==> src/core/tfbs_cfg.svh <==
// Purpose: register map, field positions and reset values of the timer flag block
// Assumes: word-aligned registers, byte address is four times the index
// Notes:   the indices are the register numbers seen by software
`ifndef TFBS_CFG_SVH
`define TFBS_CFG_SVH
`define TFBS_IDX_CONTROL_B_REG      6'h05
`define TFBS_IDX_CHMODE     6'h06
`define TFBS_IDX_IRQ_ENABLE_CLEAR_REG   6'h08
`define TFBS_IDX_IRQ_ENABLE_SET_REG   6'h09
`define TFBS_IDX_INTFLAG    6'h0A
`define TFBS_IDX_STATUS     6'h0B
`define TFBS_BIT_OVF        0
`define TFBS_BIT_ERR        1
`define TFBS_BIT_MC0        4
`define TFBS_BIT_STOP       0
`define TFBS_BIT_BUFV0      4
`define TFBS_BIT_LOCK_UPDATE       1
`define TFBS_RST_STATUS     8'h01
`define TFBS_RST_INTEN      8'h00
`define TFBS_RST_FLAGS      8'h00
`define TFBS_RST_CONTROL_B_REG      8'h00
`define TFBS_RST_CHMODE     4'h0
`define TFBS_MAX_CH         4
`endif

==> src/core/tfbs_pkg.sv <==
// Purpose: types shared by the timer flag block
// Assumes: at most four channels
// Notes:   the whole module state is one packed struct
package tfbs_pkg;
  typedef struct packed {
    logic        pready;
    logic [31:0] prdata;
    logic        pslverr;
    logic        irq;
    logic [7:0]  flags;
    logic [3:0]  pendMc;
    logic        pendOvf;
    logic        pendErr;
    logic [7:0]  inten;
    logic        lockUpdate;
    logic [3:0]  capMode;
    logic [3:0]  bufValid;
    logic        stopMeta;
    logic        stopSync;
    logic [7:0]  statusShadow;
  } tfbs_state_type;
endpackage

==> src/core/tfbs_flags.sv <==
// Purpose: interrupt flags and buffer-valid status of a timer/counter, APB slave
// Assumes: events come from logic on mclk; cntTick is the counter clock enable
// Notes:   one wait state on every APB access; unmapped indices answer pslverr
//
// Summary of operation
// - channel flag sets on match or capture
// - flag sets next counter tick, enabled interrupt
// - write one clears channel flag, zero ignored
// - capture mode: value read clears channel flag
// - capture while channel flag set raises error
// - write one clears error flag
// - overflow flag next tick, enable via set/clear
// - write one clears overflow flag
// - status read synchronized, resets to 0x01
// - compare buffer write sets buffer valid
// - buffer valid clears by locked write, update
// - capture into buffer sets buffer valid
// - capture mode: value read clears buffer valid
//
// Added by the designer: register access over APB.
`timescale 1ns/100ps
`include "tfbs_cfg.svh"

module tfbs_flags #(
  parameter int NCH = 4
) (
  input  wire logic        mclk,
  input  wire logic        nrst,
  input  wire logic        psel,
  input  wire logic        penable,
  input  wire logic        pwrite,
  input  wire logic [7:0]  paddr,
  input  wire logic [31:0] pwdata,
  output logic             pready,
  output logic [31:0]      prdata,
  output logic             pslverr,
  input  wire logic        cntTick,
  input  wire logic [3:0]  cmpMatch,
  input  wire logic [3:0]  capEvent,
  input  wire logic        cntOverflow,
  input  wire logic        updateEvent,
  input  wire logic [3:0]  bufWrite,
  input  wire logic [3:0]  capBufLoad,
  input  wire logic [3:0]  ccRead,
  input  wire logic        counterStopped,
  output logic             irq
);

  initial
  begin
    if (NCH < 1 || NCH > `TFBS_MAX_CH)
      $error("NCH out of range");
  end

  tfbs_pkg::tfbs_state_type state_r;
  tfbs_pkg::tfbs_state_type state_nxt;

  localparam logic [3:0] CH_MASK = 4'((1 << NCH) - 1);

  // set wins over clear so no event is lost
  function automatic logic [7:0] setClear(
    input logic [7:0] cur,
    input logic [7:0] setBits,
    input logic [7:0] clrBits
  );
    setClear = (cur & ~clrBits) | setBits;
  endfunction

  logic        accDone;
  logic        accFirst;
  logic [5:0]  regIdx;
  logic        idxValid;
  logic        wrDone;
  logic [7:0]  wByte;
  logic [3:0]  mcEvt;
  logic [3:0]  capRead;
  logic [3:0]  overrun;
  logic [7:0]  flagSet;
  logic [7:0]  flagClr;
  logic [3:0]  bvSet;
  logic [3:0]  bvClr;
  logic [7:0]  bvNew;
  logic [31:0] rdMux;

  // apb phases; second access cycle completes the transfer
  assign accFirst = psel & penable & ~state_r.pready;
  assign accDone  = psel & penable & state_r.pready;
  assign regIdx   = paddr[7:2];
  assign wrDone   = accDone & pwrite & ~state_r.pslverr;
  assign wByte    = pwdata[7:0];

  // index decode
  always_comb
  begin
    unique case (regIdx)
      `TFBS_IDX_CONTROL_B_REG, `TFBS_IDX_CHMODE, `TFBS_IDX_IRQ_ENABLE_CLEAR_REG,
      `TFBS_IDX_IRQ_ENABLE_SET_REG, `TFBS_IDX_INTFLAG, `TFBS_IDX_STATUS:
        idxValid = 1'b1;
      default:
        idxValid = 1'b0;
    endcase
  end

  // read data; status comes from the synchronized shadow copy
  always_comb
  begin
    rdMux = 32'h0000_0000;
    unique case (regIdx)
      `TFBS_IDX_CONTROL_B_REG:
        rdMux[`TFBS_BIT_LOCK_UPDATE] = state_r.lockUpdate;
      `TFBS_IDX_CHMODE:
        rdMux[3:0] = state_r.capMode;
      `TFBS_IDX_IRQ_ENABLE_CLEAR_REG, `TFBS_IDX_IRQ_ENABLE_SET_REG:
        rdMux[7:0] = state_r.inten;
      `TFBS_IDX_INTFLAG:
        rdMux[7:0] = state_r.flags;
      `TFBS_IDX_STATUS:
        rdMux[7:0] = state_r.statusShadow;
      default:
        rdMux = 32'h0000_0000;
    endcase
  end

  // event qualification per channel
  always_comb
  begin
    for (int i = 0; i < 4; i++)
    begin
      // capture channels flag on capture, compare channels on match
      mcEvt[i] = state_r.capMode[i] ? capEvent[i] : cmpMatch[i];
      capRead[i] = ccRead[i] & state_r.capMode[i];
      // no room left: flag still set or pending from last tick
      overrun[i] = state_r.capMode[i] & capEvent[i]
                   & (state_r.flags[`TFBS_BIT_MC0 + i] | state_r.pendMc[i]);
    end
    mcEvt   = mcEvt & CH_MASK;
    capRead = capRead & CH_MASK;
    overrun = overrun & CH_MASK;
  end

  // flag set and clear terms
  always_comb
  begin
    flagSet = 8'h00;
    flagClr = 8'h00;
    if (cntTick)
    begin
      // pending events land one counter tick after they occur
      flagSet[`TFBS_BIT_MC0 +: 4] = state_r.pendMc;
      flagSet[`TFBS_BIT_OVF] = state_r.pendOvf;
      flagSet[`TFBS_BIT_ERR] = state_r.pendErr;
    end
    if (wrDone && regIdx == `TFBS_IDX_INTFLAG)
    begin
      flagClr[`TFBS_BIT_MC0 +: 4] = wByte[`TFBS_BIT_MC0 +: 4] & CH_MASK;
      flagClr[`TFBS_BIT_ERR] = wByte[`TFBS_BIT_ERR];
      flagClr[`TFBS_BIT_OVF] = wByte[`TFBS_BIT_OVF];
    end
    flagClr[`TFBS_BIT_MC0 +: 4] = flagClr[`TFBS_BIT_MC0 +: 4] | capRead;
  end

  // buffer valid set and clear terms
  always_comb
  begin
    for (int i = 0; i < 4; i++)
    begin
      if (state_r.capMode[i])
      begin
        bvSet[i] = capBufLoad[i];
        bvClr[i] = ccRead[i];
      end
      else
      begin
        bvSet[i] = bufWrite[i];
        // software clear only honoured while updates are locked
        bvClr[i] = updateEvent
                   | (wrDone && regIdx == `TFBS_IDX_STATUS && state_r.lockUpdate
                      && wByte[`TFBS_BIT_BUFV0 + i]);
      end
    end
    bvSet = bvSet & CH_MASK;
    bvClr = bvClr & CH_MASK;
    bvNew = setClear({state_r.bufValid, 4'h0}, {bvSet, 4'h0}, {bvClr, 4'h0});
  end

  // next state
  always_comb
  begin
    state_nxt = state_r;

    // apb answer: ready and data raised after the first access cycle
    state_nxt.pready  = accFirst;
    state_nxt.pslverr = accFirst & ~idxValid;
    state_nxt.prdata  = (accFirst && !pwrite && idxValid) ? rdMux : 32'h0000_0000;

    // hold events until the next tick, gather new ones on this tick
    if (cntTick)
    begin
      state_nxt.pendMc  = mcEvt;
      state_nxt.pendOvf = cntOverflow;
      state_nxt.pendErr = |overrun;
    end
    else
    begin
      state_nxt.pendMc  = state_r.pendMc | mcEvt;
      state_nxt.pendOvf = state_r.pendOvf | cntOverflow;
      state_nxt.pendErr = state_r.pendErr | (|overrun);
    end

    state_nxt.flags    = setClear(state_r.flags, flagSet, flagClr);
    state_nxt.bufValid = bvNew[7:4];

    // register writes
    if (wrDone)
    begin
      unique case (regIdx)
        `TFBS_IDX_CONTROL_B_REG:
          state_nxt.lockUpdate = wByte[`TFBS_BIT_LOCK_UPDATE];
        `TFBS_IDX_CHMODE:
          state_nxt.capMode = wByte[3:0] & CH_MASK;
        `TFBS_IDX_IRQ_ENABLE_CLEAR_REG:
          state_nxt.inten = state_r.inten & ~wByte;
        `TFBS_IDX_IRQ_ENABLE_SET_REG:
          state_nxt.inten = state_r.inten | wByte;
        default:
          state_nxt.inten = state_r.inten;
      endcase
    end

    // stopped indication crosses in through two flops
    state_nxt.stopMeta = counterStopped;
    state_nxt.stopSync = state_r.stopMeta;

    // shadow copy gives a coherent status read
    state_nxt.statusShadow = {state_r.bufValid, 3'b000, state_r.stopSync};

    // level interrupt from enabled flags; registered in the same cycle as the flags
    state_nxt.irq = |(state_nxt.flags & state_r.inten);
  end

  // single state register, synchronous reset
  always_ff @(posedge mclk)
  begin
    if (!nrst)
    begin
      state_r              <= '0;
      state_r.flags        <= `TFBS_RST_FLAGS;
      state_r.inten        <= `TFBS_RST_INTEN;
      // only the lock bit of the control reset value is kept here
      state_r.lockUpdate   <= 1'(`TFBS_RST_CONTROL_B_REG >> `TFBS_BIT_LOCK_UPDATE);
      state_r.capMode      <= `TFBS_RST_CHMODE;
      state_r.stopMeta     <= 1'b1;
      state_r.stopSync     <= 1'b1;
      state_r.statusShadow <= `TFBS_RST_STATUS;
    end
    else
    begin
      state_r <= state_nxt;
    end
  end

  assign pready  = state_r.pready;
  assign prdata  = state_r.prdata;
  assign pslverr = state_r.pslverr;
  assign irq     = state_r.irq;

endmodule

==> config.mk <==
export PLATFORM = sky130hd
export DESIGN_NAME = tfbs_flags
export DESIGN_NICKNAME = d
export VERILOG_FILES = /design/src/core/tfbs_pkg.sv /design/src/core/tfbs_flags.sv
export VERILOG_INCLUDE_DIRS = /design/src /design/src/core
export SDC_FILE = /design/constraint.sdc
export NUM_CORES = 1
export LEC_CHECK = 0
export BUFFER_PORTS_ARGS = -buffer_cell sky130_fd_sc_hd__buf_4
export CORE_ASPECT_RATIO = 0.9
export CORE_MARGIN = 2
export CORE_UTILIZATION = 35
export CTS_BUF_LIST = sky130_fd_sc_hd__clkbuf_8
export DETAILED_ROUTE_END_ITERATION = 12
export PLACE_DENSITY = 0.69
export SKIP_LAST_GASP = 1
export SLEW_MARGIN = 20
export SYNTH_ARGS = -nofsm -noshare
export SYNTH_HDL_FRONTEND = slang
export SYNTH_SLANG_ARGS = --single-unit
export TNS_END_PERCENT = 1
==> constraint.sdc <==
create_clock -name mclk -period 5.5 [get_ports mclk]
set_input_delay 0.275 -clock mclk [delete_from_list [all_inputs] [get_ports mclk]]
set_output_delay 0.275 -clock mclk [all_outputs]
set_load 0.01 [all_outputs]
==> out/results.tsv <==
metric	value	unit
outcome	finished, final reports clean	
worst-case hold slack	153.6	ps
CTS max path bufs	2	
WP data arrival	2380	ps
largest net degree at the start of global routing	29	
vias per cell	4.828	
total global-route track usage	15.05	%
Detailed Routing Iterations Pass 1	4	
Worst-Skew Late Latency	300	ps
Post-DP HPWL	4115	um
I/O Pins	104	
fin crit period	2209	ps
Post-Route WL	5409	um
wire length per cell	13.26	um
CTS sink count	47	
ranking of synthesized cells by area	dfxtp_1, buf_4, a21oi_1	
FF+latch area	940.9	um2
relative slew slack	40.44	%
worst setup margin	3291	ps
# DRC	0	
Nets	386	
Area Growth Syn to Fin	18.10	%
worst path cell trace	buf_4, or4b_1, or4_1, a32o_1, a22oi_1, a41oi_1	
Worst path max stage delay	720	ps
Max Slew Vio Count	0	
Synth Warn #	0	
placed cell area	2623	um2
Starting DRT DRC Count	128	
Seq cells post-synth	47	
dpl ws	2981	ps
Yosys top cell by area	dfxtp_1	
Pleak	1.077	nW
critical path endpoint category	flop	
CTS tree	done	
antenna fix cells	0	
WS Path Type	in -> reg	
placed cells	400	
Peak Freq	0.4527	GHz
overall power	0.6831	mW
Pwr Density	249.7	nW/um2
Hold/Removal Path Class	in -> reg	
Die W	89.75	um
die area	7285	um2
clk root buf	clkbuf_8	
share of post-route cells with drive strength above 1	21.38	%
total CTS buffers	5	
Critical Path Source Type	input port	
RSZ-0062 raised after global routing	no	
postcts setup bufs	0	
Seq/Total Area, Yosys	40.63	%
Filler cells	665	
post-synth top area share	40.63	%
total number of vias	1970	
Multi-input gate area	1134	um2
GRT overflow	0	
hold buffers post-CTS	0	
die height	81.17	um
CTS clock-pin slew for the worst setup and hold paths	90	ps
sum of negative setup slack	0	ps
Syn Area/Cell	8.301	um2
Rows	28	
initial antenna violation count	0	
Max FO, Critical Path	9	
fin crit share	40.17	%
Core Region	6481	um2
number of global-route vias before repair	1885	
fin area	2735	um2
Slew @ Worst Pin	885.2	ps
Mapped Area	2316	um2
post-layout util	42.20	%
Starting Density	35.73	%
Placer Congestion	0.8398	
Netlist cell types	36	
Cells after Synth	279	
H-tree Lvls	2	
slowest cell on the critical path	or4b_1	
# port buffers	53	
Max VDD drop	0.1060	mV
Final setup viols	0	
DRT antenna net count	0	
Final Hold Vio Count	0	
Setup Skew	11.01	ps
Post-Layout Cell Count	408	
CP Data Required Time	5670	ps
post-cts resize count	0	
max cap viols	0	
first-pass GRT wire length	8790	um
-- layer usage --
metal | share of wire, % | up-vias | GRT usage [%]
met5 | 0 | - | 0
met1 | 47 | 906 | 18.86
met4 | 1.8 | 0 | 6.308
met3 | 6.0 | 12 | 3.154
met2 | 45 | 68 | 25.61
li1 | - | 984 | -
-- worst max-delay path, delay by kind of cell --
kind / cells / cell delay (ps)
AO/OA/AOI/OAI: 3 / 670
buffers and inverters: 1 / 110
AND/OR/NAND/NOR: 2 / 1320
-- report_power, final --
part / total [mW] / switching (mW) / internal (mW)
Sequential: 0.356 / 0.00690 / 0.349
Clock: 0.254 / 0.118 / 0.135
Combinational: 0.0732 / 0.0392 / 0.0341
Total: 0.683 / 0.164 / 0.519
-- cell families (layout without fill, tap and decap cells) --
group                     Yosys count  in the layout  share of synthesized area (%)
AOI/OAI and AO/OA                  57             57                          15.88
xor gates and xnor gates            1              1                         0.3782
buffers and inverters              54             70                          14.15
DFF                                47             47                          40.63
muxes                              11             11                          4.754
other                               1             24                         0.1619
and+or+nand+nor                   108            108                          24.04
-- worst paths after layout --
path	start	endpoint	slack [ps]	depth (start not counted)
max	paddr[7]	irq	3290	6
min	counterStopped	state_nxt[8]	150	2
min reg2reg	state_nxt[8]	state_nxt[0]	420	1
max reg2reg	pready	irq	3380	5
-- final cells by class --
| type | count | share of cell area (%) |
|---|---|---|
| well taps | 90 | 4.117 |
| inverters | 8 | 1.098 |
| repair buffers | 54 | 14.82 |
| clock inverters | 3 | 1.601 |
| clock buffers | 5 | 2.516 |
| multi-input cells | 201 | 41.45 |
| flip-flops and latches | 47 | 34.40 |
-- cell usage after synthesis, drive strengths merged --
cell and count:
a211oi 9, a21oi 29, a221oi 3, a22oi 5
a311oi 1, a31oi 2, a32o 2, a41oi 2
and2 6, buf 36, clkbuf 10, conb 1
dfxtp 47, inv 8, mux2i 11, nand2 31
nand2b 9, nand3 10, nand3b 3, nand4 1
nand4b 2, nor2 24, nor2b 6, nor3 5
nor3b 1, nor4 3, nor4b 1, o211a 1
o211ai 3, or2 2, or4 3, or4b 1
xor2 1
-- cell usage in the layout, fill, tap and decap left out, drive strengths merged, types with 2 or more instances in the layout --
master / instances
a211oi: 9
a21oi: 29
a221oi: 3
a22oi: 5
a31oi: 2
a32o: 2
a41oi: 2
and2: 6
buf: 54
clkbuf: 5
clkinv: 2
conb: 24
dfxtp: 47
inv: 8
mux2i: 11
nand2: 31
nand2b: 9
nand3: 10
nand3b: 3
nand4b: 2
nor2: 24
nor2b: 6
nor3: 5
nor4: 3
o211ai: 3
or2: 2
or4: 3
(Power assumes the default switching activity.)
